[src/dgp_pkg.sv]
package dgp_pkg;

	// --------------------------------
	// Widths
	// --------------------------------
	localparam int DGP_DATA_W = 8;
	localparam int DGP_ADDR_W = 4;
	localparam int DGP_PD_W = 8;
	localparam int DGP_PE_W = 3;

	// --------------------------------
	// Register offsets
	// --------------------------------
	localparam logic [3:0] DGP_OFS_PD_PINS = 4'h0;
	localparam logic [3:0] DGP_OFS_PE_PINS = 4'h1;
	localparam logic [3:0] DGP_OFS_PD_LAT = 4'h2;
	localparam logic [3:0] DGP_OFS_PE_LAT = 4'h3;
	localparam logic [3:0] DGP_OFS_PD_DIR = 4'h4;
	localparam logic [3:0] DGP_OFS_PE_DIR = 4'h5;
	localparam logic [3:0] DGP_OFS_ANALOG = 4'h6;

	// --------------------------------
	// Field positions of the port E direction and slave control register
	// --------------------------------
	localparam int DGP_BIT_IBF = 7;
	localparam int DGP_BIT_OBF = 6;
	localparam int DGP_BIT_INPUT_BUFFER_OVERFLOW = 5;
	localparam int DGP_BIT_MODE = 4;
	localparam int DGP_BIT_UNIMP = 3;
	localparam int DGP_BIT_STB_RD = 0;
	localparam int DGP_BIT_STB_WR = 1;
	localparam int DGP_BIT_STB_CS = 2;

	// --------------------------------
	// Reset values
	// --------------------------------
	localparam logic [7:0] DGP_RST_PD_DIR = 8'hFF;
	localparam logic [2:0] DGP_RST_PE_DIR = 3'h7;
	localparam logic [7:0] DGP_RST_PD_LAT = 8'h00;
	localparam logic [2:0] DGP_RST_PE_LAT = 3'h0;
	localparam logic [2:0] DGP_RST_ANALOG = 3'h7;
	localparam logic [7:0] DGP_ZERO8 = 8'h00;

	// --------------------------------
	// Carriers
	// --------------------------------
	typedef struct packed {
		logic [3:0] addr;
		logic [7:0] wdata;
		logic we;
		logic re;
	} dgp_bus_req_t;

	typedef struct packed {
		logic input_buffer_full;
		logic output_buffer_full;
		logic input_buffer_overflow;
		logic mode;
	} dgp_slave_stat_t;

endpackage

[src/dgp_gpio_top.sv]
module dgp_gpio_top import dgp_pkg::*; (
	// Clock and reset
	input wire logic clock,
	input wire logic rst_n,
	// Register port
	input wire dgp_bus_req_t bus_req,
	output logic [7:0] reg_rdata,
	// Port D pads
	input wire logic [7:0] pd_in,
	output logic [7:0] pd_out,
	output logic [7:0] pd_oe,
	// Port E pads
	input wire logic [2:0] pe_in,
	output logic [2:0] pe_out,
	output logic [2:0] pe_oe,
	// Analog selection for the converter
	output logic [2:0] analog_sel
);

	// --------------------------------
	// State
	// --------------------------------
	logic [7:0] pd_lat_reg;
	logic [7:0] pd_dir_reg;
	logic [2:0] pe_lat_reg;
	logic [2:0] pe_dir_reg;
	logic [2:0] analog_reg;
	logic [7:0] in_buf_reg;
	logic [7:0] rdata_next;
	dgp_slave_stat_t stat_reg;
	logic [7:0] pd_drv_en;
	logic [7:0] pe_dir_view;
	logic [2:0] pe_pin_view;
	logic wr_start;
	logic rd_start;
	logic rd_sel;
	logic rd_end;
	logic hit_pd_pins;
	logic hit_pd_lat;
	logic hit_pe_pins;
	logic hit_pe_lat;
	logic hit_pd_dir;
	logic hit_pe_dir;
	logic hit_analog;
	logic pd_write;
	logic cpu_buf_read;

	// --------------------------------
	// Address decode
	// --------------------------------
	always_comb begin
		hit_pd_pins = 1'b0;
		hit_pd_lat = 1'b0;
		hit_pe_pins = 1'b0;
		hit_pe_lat = 1'b0;
		hit_pd_dir = 1'b0;
		hit_pe_dir = 1'b0;
		hit_analog = 1'b0;
		if (bus_req.addr == DGP_OFS_PD_PINS) begin
			hit_pd_pins = 1'b1;
		end else if (bus_req.addr == DGP_OFS_PD_LAT) begin
			hit_pd_lat = 1'b1;
		end else if (bus_req.addr == DGP_OFS_PE_PINS) begin
			hit_pe_pins = 1'b1;
		end else if (bus_req.addr == DGP_OFS_PE_LAT) begin
			hit_pe_lat = 1'b1;
		end else if (bus_req.addr == DGP_OFS_PD_DIR) begin
			hit_pd_dir = 1'b1;
		end else if (bus_req.addr == DGP_OFS_PE_DIR) begin
			hit_pe_dir = 1'b1;
		end else if (bus_req.addr == DGP_OFS_ANALOG) begin
			hit_analog = 1'b1;
		end
	end

	// Either port D data address writes the latch
	assign pd_write = bus_req.we & (hit_pd_pins | hit_pd_lat);
	// Core read of the pin address in slave mode takes the input buffer
	assign cpu_buf_read = bus_req.re & hit_pd_pins & stat_reg.mode;

	// --------------------------------
	// Slave port strobes
	// --------------------------------
	dgp_psp_strobe u_strobe (
		.clock(clock),
		.rst_n(rst_n),
		.enable(stat_reg.mode),
		.cs_n(pe_in[DGP_BIT_STB_CS]),
		.rd_n(pe_in[DGP_BIT_STB_RD]),
		.wr_n(pe_in[DGP_BIT_STB_WR]),
		.wr_start(wr_start),
		.rd_start(rd_start),
		.rd_sel(rd_sel),
		.rd_end(rd_end)
	);

	// --------------------------------
	// Port D latch and direction
	// --------------------------------
	// Output latch, written through either data address
	always_ff @(posedge clock) begin
		if (!rst_n) begin
			pd_lat_reg <= DGP_RST_PD_LAT;
		end else if (pd_write) begin
			pd_lat_reg <= bus_req.wdata;
		end
	end

	// Direction, all inputs after any reset
	always_ff @(posedge clock) begin
		if (!rst_n) begin
			pd_dir_reg <= DGP_RST_PD_DIR;
		end else if (bus_req.we && hit_pd_dir) begin
			pd_dir_reg <= bus_req.wdata;
		end
	end

	// --------------------------------
	// Port E latch, direction and analog selection
	// --------------------------------
	// Output latch
	always_ff @(posedge clock) begin
		if (!rst_n) begin
			pe_lat_reg <= DGP_RST_PE_LAT;
		end else if (bus_req.we && (hit_pe_pins || hit_pe_lat)) begin
			pe_lat_reg <= bus_req.wdata[2:0];
		end
	end

	// Direction bits, all inputs after any reset
	always_ff @(posedge clock) begin
		if (!rst_n) begin
			pe_dir_reg <= DGP_RST_PE_DIR;
		end else if (bus_req.we && hit_pe_dir) begin
			pe_dir_reg <= bus_req.wdata[2:0];
		end
	end

	// Analog selection, one bit per pin, 1 means analog
	always_ff @(posedge clock) begin
		if (!rst_n) begin
			analog_reg <= DGP_RST_ANALOG;
		end else if (bus_req.we && hit_analog) begin
			analog_reg <= bus_req.wdata[2:0];
		end
	end

	// --------------------------------
	// Slave port mode and buffer flags
	// --------------------------------
	// Input buffer captures the data bus at the start of a write
	always_ff @(posedge clock) begin
		if (!rst_n) begin
			in_buf_reg <= DGP_ZERO8;
		end else if (wr_start) begin
			in_buf_reg <= pd_in;
		end
	end

	// Mode and buffer flags in one process so the word has a single driver;
	// for every flag a set in the same cycle as its clear wins
	always_ff @(posedge clock) begin
		if (!rst_n) begin
			stat_reg <= '0;
		end else begin
			// Mode bit is software owned
			if (bus_req.we && hit_pe_dir) begin
				stat_reg.mode <= bus_req.wdata[DGP_BIT_MODE];
			end
			// Input full: set by an outside write, cleared by a core read
			if (wr_start) begin
				stat_reg.input_buffer_full <= 1'b1;
			end else if (cpu_buf_read) begin
				stat_reg.input_buffer_full <= 1'b0;
			end
			// Overflow: write while full; software clears by writing 0
			if (wr_start && stat_reg.input_buffer_full) begin
				stat_reg.input_buffer_overflow <= 1'b1;
			end else if (bus_req.we && hit_pe_dir && !bus_req.wdata[DGP_BIT_INPUT_BUFFER_OVERFLOW]) begin
				stat_reg.input_buffer_overflow <= 1'b0;
			end
			// Output full: core latch write in slave mode, cleared at read end
			if (pd_write && stat_reg.mode) begin
				stat_reg.output_buffer_full <= 1'b1;
			end else if (rd_end) begin
				stat_reg.output_buffer_full <= 1'b0;
			end
		end
	end

	// --------------------------------
	// Pad drive
	// --------------------------------
	// In slave mode port D drives only while the outside reads
	always_comb begin
		if (stat_reg.mode) begin
			pd_drv_en = {8{rd_sel}};
		end else begin
			pd_drv_en = ~pd_dir_reg;
		end
	end

	dgp_pin_drv #(.W(DGP_PD_W)) u_pd_pins (
		.clock(clock),
		.rst_n(rst_n),
		.drv_en(pd_drv_en),
		.drv_val(pd_lat_reg),
		.pin_out(pd_out),
		.pin_oe(pd_oe)
	);

	// Port E direction governs drivers regardless of analog use
	dgp_pin_drv #(.W(DGP_PE_W)) u_pe_pins (
		.clock(clock),
		.rst_n(rst_n),
		.drv_en(~pe_dir_reg),
		.drv_val(pe_lat_reg),
		.pin_out(pe_out),
		.pin_oe(pe_oe)
	);

	// Analog selection leaves on a flop for the converter
	assign analog_sel = analog_reg;

	// --------------------------------
	// Read back
	// --------------------------------
	// Analog pins read as zero
	assign pe_pin_view = pe_in & ~analog_reg;
	// Status, mode, a zero bit, then the three directions
	assign pe_dir_view = {stat_reg.input_buffer_full, stat_reg.output_buffer_full, stat_reg.input_buffer_overflow,
		stat_reg.mode, 1'b0, pe_dir_reg};

	// Read mux, unmapped addresses return zero
	always_comb begin
		rdata_next = DGP_ZERO8;
		if (!bus_req.re) begin
			rdata_next = DGP_ZERO8;
		end else if (hit_pd_pins) begin
			rdata_next = stat_reg.mode ? in_buf_reg : pd_in;
		end else if (hit_pd_lat) begin
			rdata_next = pd_lat_reg;
		end else if (hit_pe_pins) begin
			rdata_next = {5'h00, pe_pin_view};
		end else if (hit_pe_lat) begin
			rdata_next = {5'h00, pe_lat_reg};
		end else if (hit_pd_dir) begin
			rdata_next = pd_dir_reg;
		end else if (hit_pe_dir) begin
			rdata_next = pe_dir_view;
		end else if (hit_analog) begin
			rdata_next = {5'h00, analog_reg};
		end
	end

	// Read data stand only in the cycle after the strobe
	always_ff @(posedge clock) begin
		if (!rst_n) begin
			reg_rdata <= DGP_ZERO8;
		end else begin
			reg_rdata <= rdata_next;
		end
	end
endmodule

[src/dgp_pin_drv.sv]
// Registered pad driver: output value and enable leave from flip-flops
module dgp_pin_drv import dgp_pkg::*; #(
	parameter int W = 8
) (
	// Clock and reset
	input wire logic clock,
	input wire logic rst_n,
	// Drive request
	input wire logic [W-1:0] drv_en,
	input wire logic [W-1:0] drv_val,
	// Pad side
	output logic [W-1:0] pin_out,
	output logic [W-1:0] pin_oe
);

	// Enables start low so no pin is driven out of reset
	always_ff @(posedge clock) begin
		if (!rst_n) begin
			pin_oe <= '0;
			pin_out <= '0;
		end else begin
			pin_oe <= drv_en;
			pin_out <= drv_val;
		end
	end

endmodule

[src/dgp_psp_strobe.sv]
// Edge finder for the active-low slave port strobes
module dgp_psp_strobe import dgp_pkg::*; (
	// Clock and reset
	input wire logic clock,
	input wire logic rst_n,
	// Strobe levels
	input wire logic enable,
	input wire logic cs_n,
	input wire logic rd_n,
	input wire logic wr_n,
	// Events
	output logic wr_start,
	output logic rd_start,
	output logic rd_sel,
	output logic rd_end
);

	logic wr_sel;
	logic wr_sel_reg;
	logic rd_sel_reg;

	// Selected means enable high with chip select and the strobe both low
	assign wr_sel = enable & ~cs_n & ~wr_n;
	assign rd_sel = enable & ~cs_n & ~rd_n;

	// Previous levels for first-detection edges
	always_ff @(posedge clock) begin
		if (!rst_n) begin
			wr_sel_reg <= 1'b0;
			rd_sel_reg <= 1'b0;
		end else begin
			wr_sel_reg <= wr_sel;
			rd_sel_reg <= rd_sel;
		end
	end

	// Starts fire on the first cycle both lines are low
	assign wr_start = wr_sel & ~wr_sel_reg;
	assign rd_start = rd_sel & ~rd_sel_reg;
	assign rd_end = rd_sel_reg & ~rd_sel;

endmodule

[config.mk]
export PLATFORM = sky130hd
export DESIGN_NAME = dgp_gpio_top
export DESIGN_NICKNAME = d
export VERILOG_FILES = /design/src/dgp_pkg.sv /design/src/dgp_gpio_top.sv /design/src/dgp_pin_drv.sv /design/src/dgp_psp_strobe.sv
export SDC_FILE = /design/constraint.sdc
export NUM_CORES = 1
export LEC_CHECK = 0
export BUFFER_PORTS_ARGS = -buffer_cell sky130_fd_sc_hd__buf_2
export CAP_MARGIN = 40
export CORE_MARGIN = 4
export CORE_UTILIZATION = 56
export CTS_BUF_LIST = sky130_fd_sc_hd__clkbuf_8
export DETAILED_ROUTE_END_ITERATION = 10
export PLACE_DENSITY_LB_ADDON = 0.3
export SYNTH_ARGS = -nofsm -noshare
export SYNTH_HDL_FRONTEND = slang
export SYNTH_SLANG_ARGS = --single-unit
[constraint.sdc]
create_clock -name clock -period 1.5 [get_ports clock]
set_clock_uncertainty 0.1 [all_clocks]
set_input_delay 0.3 -clock clock [delete_from_list [all_inputs] [get_ports clock]]
set_output_delay 0.3 -clock clock [all_outputs]
set_load 0.005 [all_outputs]
==> run metrics, run 1 <==
Ys Warns 0; clock-pin slew on the worst setup and hold paths 0.07 ns; PostCTS Resize Cnt 1; Worst setup EP type flip-flop; Cell Rows 25; most frequent cells after synthesis dfxtp_1 (69), nand2_1 (63), a21boi_0 (19); Critical Path AT 1.59 ns; setup bufs post-CTS 0; gr usage total 23.4%; status complete, no violations; Min-Delay Endpoint u_strobe.wr_sel_reg$_SDFF_PN0_; DP Area 3240 um^2; leakage power 1.53 nW; Peak supply drop 0.688 mV; drt first pass iters 5; Final Cycle Share 95.3%; largest net degree at the start of global routing 27; cell count after synthesis 294; Crit. Startpoint pd_dir_reg[3]$_SDFFE_PN1P_; wire length per cell 15.6 um; mean post-synth cell area 9.46 um^2; # IOs 60; full die area 6160 um^2; CP Class reg2reg; worst r2r src pd_dir_reg[3]$_SDFFE_PN1P_; Mapped Area 2780 um^2; FILL cells 366; TritonCTS clock tree built; first-pass GRT wire length 11.1 mm; Final Hold Viols 0; post-synthesis sequential area ratio 49.7%; Placed Cells 421; number of global-route vias before repair 2279; Final ANT Viol Nets 0; final core occ 72.9%; initial antenna violation count 0; clock buffer depth 2; Routed WL 6.84 mm; GRT overflow 0; layout cells sized above 1 29.2%; hold depth 2; startpoint types flip-flop; R2R setup slack 0.07 ns; R2R depth 4; antenna cells 0; CTS buffer count 9; CTS sink count 69; hold_sp pe_in[1]; Avg Vias per Cell 5.44; CTS root buf clkbuf_8; Finished Layout Cells 437; most frequent cell after synthesis dfxtp_1; Yosys cell types 36; Final #Nets 392; top_reg_cell synth dfxtp_1; core footprint 4750 um^2; min Tclk post-route 1.43 ns; post-synth top area share 49.7%; Worst slew margin 73.7%; DRC 0; Reg2Reg Capture Point reg_rdata[3]$_SDFF_PN0_; cell area after layout 3460 um^2; EDFF count, synth 0; Crit Path Max Fanout 3; PD cells 1110 nW/um^2; Worst-Margin Slew 0.385 ns; Req. time, crit path 1.66 ns; unrepaired setup endpoints after global routing false; post-synth top area cell dfxtp_1; die width 78.5 um; asr flop ratio synth 0%; Syn Nets 321; die height 78.5 um; MaxCap Viol Count 0; vias 2376; hpwl dp 5.09 mm; Max Slew Vio Count 0; Starting Density 58.5%; largest cells by area after synthesis dfxtp_1 (50%), nand2_1 (8.5%), mux2i_1 (6.5%); Fmax 700 MHz; Setup-failing EPs final 0; Area Growth Syn to Fin 24.6%; Iteration-0 DRC Markers 171; number of H-tree levels 3; I/O Buffers 59; Worst-Skew Late Latency 0.34 ns; gpl congestion 0.893; class of the worst hold path in2reg; Yosys reg bits 69; hold buffer count at CTS 0
-- stage by stage --
stage / TNS (ns) / setup WS (ns) / hold WS, ns / total power [mW]
2_1_floorplan: 0 / 0.116 / 0.272 / 2.07
3_5_place_dp: -1.01 / -0.190 / 0.353 / 2.20
5_1_grt: 0 / 0.00376 / 0.0975 / 3.97
6_report: 0 / 0.0711 / 0.0839 / 3.84
3_3_place_gp: -0.311 / -0.114 / 0.342 / 2.20
4_1_cts: 0 / 0.0897 / 0.0776 / 3.86
-- cells by family after synthesis --
family / share of synthesized area (%)
AOI/OAI and AO/OA: 15.0
buffers and inverters: 4.68
DFF: 49.7
muxes: 9.32
and+or+nand+nor: 21.3
-- worst max-delay path: stages, from the launching register on --
cell and delay (ns):
dfxtp_1 0.39, nand2b_1 0.10, a2111oi_0 0.43, o21ai_0 0.18, a21oi_1 0.16
-- layout by cell type, fill, tap and decap left out, drive strengths merged, types with 2 or more instances in the layout --
cell / count
buf: 79
dfxtp: 69
nand2: 63
a21boi: 19
mux2i: 18
o21ai: 15
and2: 12
clkbuf: 11
nor2b: 10
nand3: 10
nor2: 7
mux2: 7
inv: 6
nand2b: 4
a22oi: 4
o22a: 4
o211ai: 3
o2bb2ai: 3
a31oi: 3
a2bb2oi: 3
a221oi: 3
nor3b: 2
and3: 2
clkinv: 2
bufinv: 2
nor3: 2
-- worst max-delay path by stage --
stage / depth (start not counted) / slack [ns] / end
2_1_floorplan: 6 / 0.12 / pe_lat_reg[0]$_SDFFE_PN0P_
3_3_place_gp: 6 / -0.11 / reg_rdata[1]$_SDFF_PN0_
3_5_place_dp: 6 / -0.19 / reg_rdata[1]$_SDFF_PN0_
4_1_cts: 6 / 0.09 / in_buf_reg[6]$_SDFFE_PN0P_
5_1_grt: 6 / 0.004 / in_buf_reg[2]$_SDFFE_PN0P_
6_report: 4 / 0.07 / reg_rdata[3]$_SDFF_PN0_
-- area by class of cell --
cell class              instances  area, um^2  share of cell area, %
flip-flops and latches         69        1390                   40.0
inverters                       5        18.8                  0.542
multi-input cells             201        1270                   36.6
repair buffers                 79         483                   13.9
clock inverters                 5        73.8                   2.13
clock buffers                  11         151                   4.37
well taps                      67        83.8                   2.42
-- routing by layer --
metal	wire [um]	track usage (%)
met5	0	0
met1	2900	28.5
met4	155	9.97
met3	485	6.31
met2	3290	38.8
-- where the power goes --
group	leakage [nW]	total (mW)	switching [mW]	internal, mW
logic	0.850	0.295	0.158	0.138
clock network	0.121	1.67	0.657	1.02
registers	0.559	1.87	0.0162	1.86
total	1.53	3.84	0.830	3.01
Power figures use the tool's default switching activity.
==> inputs of run 2 (changes only) <==
--- a/config.mk
+++ b/config.mk
@@ -8,7 +8,7 @@
 export BUFFER_PORTS_ARGS = -buffer_cell sky130_fd_sc_hd__buf_2
 export CAP_MARGIN = 40
 export CORE_MARGIN = 4
-export CORE_UTILIZATION = 56
+export CORE_UTILIZATION = 59
 export CTS_BUF_LIST = sky130_fd_sc_hd__clkbuf_8
 export DETAILED_ROUTE_END_ITERATION = 10
 export PLACE_DENSITY_LB_ADDON = 0.3
==> constraint.sdc (replaced) <==
create_clock -name clock -period 1.84 [get_ports clock]
set_clock_uncertainty 0.1 [all_clocks]
set_input_delay 0.368 -clock clock [delete_from_list [all_inputs] [get_ports clock]]
set_output_delay 0.368 -clock clock [all_outputs]
set_load 0.005 [all_outputs]
==> run 2 against run 1 <==
Effect of this change: flip-flop and latch count stayed put; highest routed layer unchanged; cell count fell by 6.4%; global-route usage fell by 0.80 points; count of clock-buffer cells in the layout up 1; utilization increased by 1.2 points; power down 21%; critical path type unchanged; cell area fell by 4.9%; sequential power fell by 18%; clock power is 23% lower.
==> run metrics, run 2 (synthesis results as in run 1) <==
CTS root buf clkbuf_8; antenna cells 0 (unchanged); final core occ 74.1% (+1.2 points); cells along the critical path nand2b_1 -> or3_1 -> nand2_1 -> a21boi_0; Worst slew margin 66.9% (-6.8 points); die height 76.6 um (-2.3%); hold buffer count at CTS 0 (unchanged); core footprint 4440 um^2 (-6.5%); Max Slew Vio Count 0 (unchanged); pre-CTS setup slack 0.0309 ns (+0.221 ns); number of H-tree levels 3 (unchanged); Setup-failing EPs final 0 (unchanged); gpl congestion 0.892 (-0.17%); PD cells 919 nW/um^2 (-17%); Combinational Power Share 7.0% (-0.7 points); CTS buffer count 9 (unchanged); die width 76.6 um (-2.3%); full die area 5870 um^2 (-4.6%); critical path's slowest cell dfxtp_1; Worst-Skew Late Latency 0.35 ns (about the same); Sequential Power Share 50.4% (+1.6 points); clock buffer depth 2 (unchanged); Worst setup EP type flip-flop; TritonCTS clock tree built; Final ANT Viol Nets 0 (unchanged); status complete, no violations; CTS sink count 69 (unchanged); Req. time, crit path 1.97 ns (+0.31 ns); startpoint types flip-flop; most frequent cells in the layout dfxtp_1 (69), nand2_1 (63), buf_2 (59); min Tclk post-route 1.54 ns (+0.110 ns); Critical Path AT 1.67 ns (+0.08 ns); Avg Vias per Cell 5.52 (+1.5%); sw power 0.690 mW (-17%); PostCTS Resize Cnt 0 (-1); unrepaired setup endpoints after global routing false; Starting Density 62.6% (+4.1 points); Design Power 3.03 mW (-21%); DP Area 3080 um^2 (-4.8%); Worst-Margin Slew 0.496 ns (+0.111 ns); crit-path max cell delay 0.49 ns (+0.06 ns); hpwl dp 4.71 mm (-7.5%); Cell Rows 24 (-4.0%); DRC 0 (unchanged); Peak supply drop 0.681 mV (-0.97%); class of the worst hold path in2reg; setup bufs post-CTS 0 (unchanged); Clk network pwr share 42.5% (-1.0 points); Fmax 650 MHz (-7.1%); Internal 2.34 mW (-22%); wire length per cell 15.4 um (-1.5%); clock-pin slew on the worst setup and hold paths 0.07 ns (about the same); Final Hold Viols 0 (unchanged); gr usage total 22.6% (-0.80 points); Final #Nets 379 (-3.3%); Area Growth Syn to Fin 18.5%; number of global-route vias before repair 2192 (-3.8%); commonest non-fill, non-tap cell in the layout dfxtp_1; largest net degree at the start of global routing 28 (+3.7%); initial antenna violation count 0 (unchanged); Iteration-0 DRC Markers 221 (+29%); Final WS setup 0.301 ns (+0.230 ns); vias 2258 (-5.0%); FILL cells 347 (-5.2%); Crit Path Max Fanout 9 (+6); drt first pass iters 4 (-1); leakage power 1.44 nW (-5.8%); CP Class reg2reg; # IOs 60 (unchanged); cell area after layout 3290 um^2 (-4.9%); setup_tns 0 ns (unchanged); first-pass GRT wire length 10.5 mm (-5.6%); layout cells sized above 1 26.3% (-2.9 points); Routed WL 6.31 mm (-7.8%); GRT overflow 0 (unchanged); Final Cycle Share 83.6% (-12 points); I/O Buffers 59 (unchanged); MaxCap Viol Count 0 (unchanged); switching share of power 22.8% (+1.2 points)
[run 2: cell types whose count changed in the layout (fill, tap and decap cells not counted), sizes merged]
| cell | previous run | this run |
|---|---|---|
| clkinvlp | 0 | 1 |
| buf | 79 | 66 |
| clkinv | 2 | 1 |
| clkbuf | 11 | 12 |
| bufinv | 2 | 1 |
[run 2: path summary, 6_finish.rpt]
| check | startpoint | slack (ns) | end | cells past startpoint |
|---|---|---|---|---|
| max | pe_dir_view[4]$_SDFFE_PN0P_ | 0.30 | in_buf_reg[4]$_SDFFE_PN0P_ | 4 |
| min | bus_req[8] | 0.15 | pd_dir_reg[6]$_SDFFE_PN1P_ | 3 |
| max reg2reg | pe_dir_view[4]$_SDFFE_PN0P_ | 0.30 | in_buf_reg[4]$_SDFFE_PN0P_ | 4 |
| min reg2reg | in_buf_reg[0]$_SDFFE_PN0P_ | 0.37 | in_buf_reg[0]$_SDFFE_PN0P_ | 2 |
[run 2: layout make-up]
class                   instances  area, um^2  share of cell area [%]
flip-flops and latches         69        1380                    41.9
multi-input cells             201        1270                    38.5
repair buffers                 66         348                    10.6
clock buffers                  12         165                    5.02
well taps                      52        65.1                    1.98
clock inverters                 4        46.3                    1.41
inverters                       5        18.8                   0.570
[run 2: critical path: cells and delay by family, from the launching register on]
family          cells  cell delay, ns
flops               1            0.49
compound gates      1            0.09
simple gates        3            0.76
[run 2: through the flow]
stage,instances,hold WS (ns)
2_1_floorplan,294,0.314
3_3_place_gp,393,0.347
3_5_place_dp,393,0.352
4_1_cts,409,0.139
5_1_grt,409,0.149
6_report,409,0.154
[run 2: power groups by stage]
stage          clock network [mW]  logic (mW)  registers [mW]
2_1_floorplan                   0       0.132            1.56
3_3_place_gp                    0       0.206            1.56
3_5_place_dp                    0       0.209            1.56
4_1_cts                      1.31       0.211            1.53
5_1_grt                      1.37       0.233            1.53
6_report                     1.29       0.213            1.53
[run 2: routing by layer]
metal  GRT usage, %  wire [um]  up-vias
li1               -          -     1124
met1           27.7       2740     1036
met2           35.9       2940       85
met3           8.27        519       13
met4           8.88        113        0
met5              0          0        -
==> inputs of run 3 (changes only) <==
--- a/config.mk
+++ b/config.mk
@@ -8,7 +8,7 @@
 export BUFFER_PORTS_ARGS = -buffer_cell sky130_fd_sc_hd__buf_2
 export CAP_MARGIN = 40
 export CORE_MARGIN = 4
-export CORE_UTILIZATION = 59
+export CORE_UTILIZATION = 50
 export CTS_BUF_LIST = sky130_fd_sc_hd__clkbuf_8
 export DETAILED_ROUTE_END_ITERATION = 10
 export PLACE_DENSITY_LB_ADDON = 0.3
==> constraint.sdc (replaced) <==
create_clock -name clock -period 1.3 [get_ports clock]
set_clock_uncertainty 0.1 [all_clocks]
set_input_delay 0.26 -clock clock [delete_from_list [all_inputs] [get_ports clock]]
set_output_delay 0.26 -clock clock [all_outputs]
set_load 0.005 [all_outputs]
==> run 3 against run 2 <==
Effect of this change: the flow now finishes with violations (negative setup slack); critical path depth unchanged; worst hold slack worse by 0.11 ns; largest cell class unchanged; power up 53%; sequential share of layout area down 3.8 points; flip-flop and latch count unchanged; critical endpoint is now reg_rdata[1]$_SDFF_PN0_; wire length up 5.5%; maximum frequency up 18%.
==> run metrics, run 3 (synthesis results as in run 1) <==
I/O Buffers 59 (unchanged); clock-pin slew on the worst setup and hold paths 0.07 ns (about the same); Max Slew Vio Count 0 (unchanged); Fmax 768 MHz (+18%); Peak supply drop 0.698 mV (+2.4%); core footprint 5240 um^2 (+18%); unrepaired setup endpoints after global routing true; full die area 6820 um^2 (+16%); Worst setup EP type flip-flop; Iteration-0 DRC Markers 72 (-67%); TritonCTS clock tree built; Hold WS 0.0440 ns (-0.110 ns); wire length per cell 14.8 um (-4.3%); cells along the critical path buf_6 -> mux2_4 -> a2bb2oi_1 -> a221oi_2; failing checks negative setup slack; Final Cycle Share 100% (+16 points); Final ANT Viol Nets 0 (unchanged); number of H-tree levels 3 (unchanged); CTS sink count 69 (unchanged); min Tclk post-route 1.30 ns (-0.237 ns); leakage power 1.60 nW (+11%); class of the worst hold path in2reg; gr usage total 21.2% (-1.4 points); PD cells 1270 nW/um^2 (+39%); initial antenna violation count 0 (unchanged); die height 82.6 um (+7.7%); CTS root buf clkbuf_8; vias 2311 (+2.3%); Cell Rows 26 (+8.3%); Worst-Margin Slew 0.350 ns (-0.146 ns); CTS buffer count 9 (unchanged); most frequent cells in the layout dfxtp_1 (68), nand2_1 (63), buf_2 (58); Avg Vias per Cell 5.12 (-7.2%); commonest non-fill, non-tap cell in the layout dfxtp_1; Area Growth Syn to Fin 30.6%; Worst-Skew Late Latency 0.34 ns (about the same); Final #Nets 403 (+6.3%); hold buffer count at CTS 0 (unchanged); number of global-route vias before repair 2282 (+4.1%); critical path's slowest cell dfxtp_4; layout cells sized above 1 34.6% (+8.3 points); Final WS setup -0.00146 ns (-0.303 ns); hpwl dp 4.95 mm (+5.1%); Critical Path AT 1.42 ns (-0.25 ns); setup_tns -0.00146 ns (-0.00146 ns); first-pass GRT wire length 10.6 mm (+1.8%); gpl congestion 0.881 (-1.2%); status complete, but fails checks; Starting Density 53.1% (-9.5 points); Final Hold Viols 0 (unchanged); clock buffer depth 2 (unchanged); largest net degree at the start of global routing 27 (-3.6%); Req. time, crit path 1.42 ns (-0.55 ns); Routed WL 6.65 mm (+5.5%); Setup-failing EPs final 1 (+1); antenna cells 0 (unchanged); DRC 0 (unchanged); GRT overflow 0 (unchanged); die width 82.6 um (+7.7%); startpoint types flip-flop; CP Class reg2reg; pre-CTS setup slack -0.230 ns (-0.261 ns); crit-path max cell delay 0.38 ns (-0.11 ns); drt first pass iters 4 (unchanged); # IOs 60 (unchanged); Worst slew margin 76.6% (+9.7 points); Crit Path Max Fanout 4 (-5); MaxCap Viol Count 0 (unchanged)
[run 3: cell types whose count changed in the layout (fill, tap and decap cells not counted), sizes merged]
cell / previous run / this run
inv: 6 / 5
clkinv: 1 / 3
bufinv: 1 / 3
clkbuf: 12 / 10
buf: 66 / 89
[run 3: layout make-up]
class,count,area [um^2]
repair buffers,90,538
inverters,5,18.8
flip-flops and latches,69,1390
clock buffers,9,124
multi-input cells,201,1360
fillers,410,1610
well taps,70,87.6
clock inverters,7,124
[run 3: path summary, 6_finish.rpt]
path / start / to / slack, ns / depth (start not counted)
worst max-delay path: pe_dir_view[4]$_SDFFE_PN0P_ / reg_rdata[1]$_SDFF_PN0_ / -0.001 / 4
worst min-delay path: bus_req[8] / pd_dir_reg[6]$_SDFFE_PN1P_ / 0.04 / 3
worst max register to register: pe_dir_view[4]$_SDFFE_PN0P_ / reg_rdata[1]$_SDFF_PN0_ / -0.001 / 4
worst min register to register: pe_dir_reg[1]$_SDFFE_PN1P_ / u_pe_pins.pin_oe[1]$_SDFF_PN0_ / 0.36 / 1
[run 3: critical path, delay by kind of cell, from the launching register on]
family | cells | cell delay (ns)
AOI/OAI and AO/OA | 2 | 0.27
buffers and inverters | 1 | 0.12
DFF | 1 | 0.38
muxes | 1 | 0.31
[run 3: metal layers]
metal	share of wire (%)	track usage (%)	wire length, um
met1	43	25.4	2890
met2	48	35.4	3210
met3	5.6	4.56	375
met4	2.8	11.1	184
met5	0	0	0
[run 3: power by group]
group	switching (mW)	internal, mW	leakage (nW)
Clock	0.823	1.28	0.120
Sequential	0.0179	2.14	0.559
Combinational	0.188	0.176	0.924
Total	1.03	3.60	1.60
[run 3: stage by stage]
stage          utilization (%)  area (um^2)  total power [mW]  instances
2_1_floorplan                -         2790              2.40        294
3_3_place_gp              62.0         3250              2.54        430
3_5_place_dp              62.0         3250              2.54        430
4_1_cts                   67.9         3560              4.65        449
5_1_grt                   69.4         3630              4.79        451
6_report                  69.4         3630              4.63        451
[run 3: what timing repair did]
item                                   in CTS  in global routing
pin swaps                                   5                  8
gates cloned                                0                  0
resized for setup                           9                 15
buffers inserted                            3                  2
setup endpoints to repair                  12                 16
endpoints found under the hold margin       0                  0
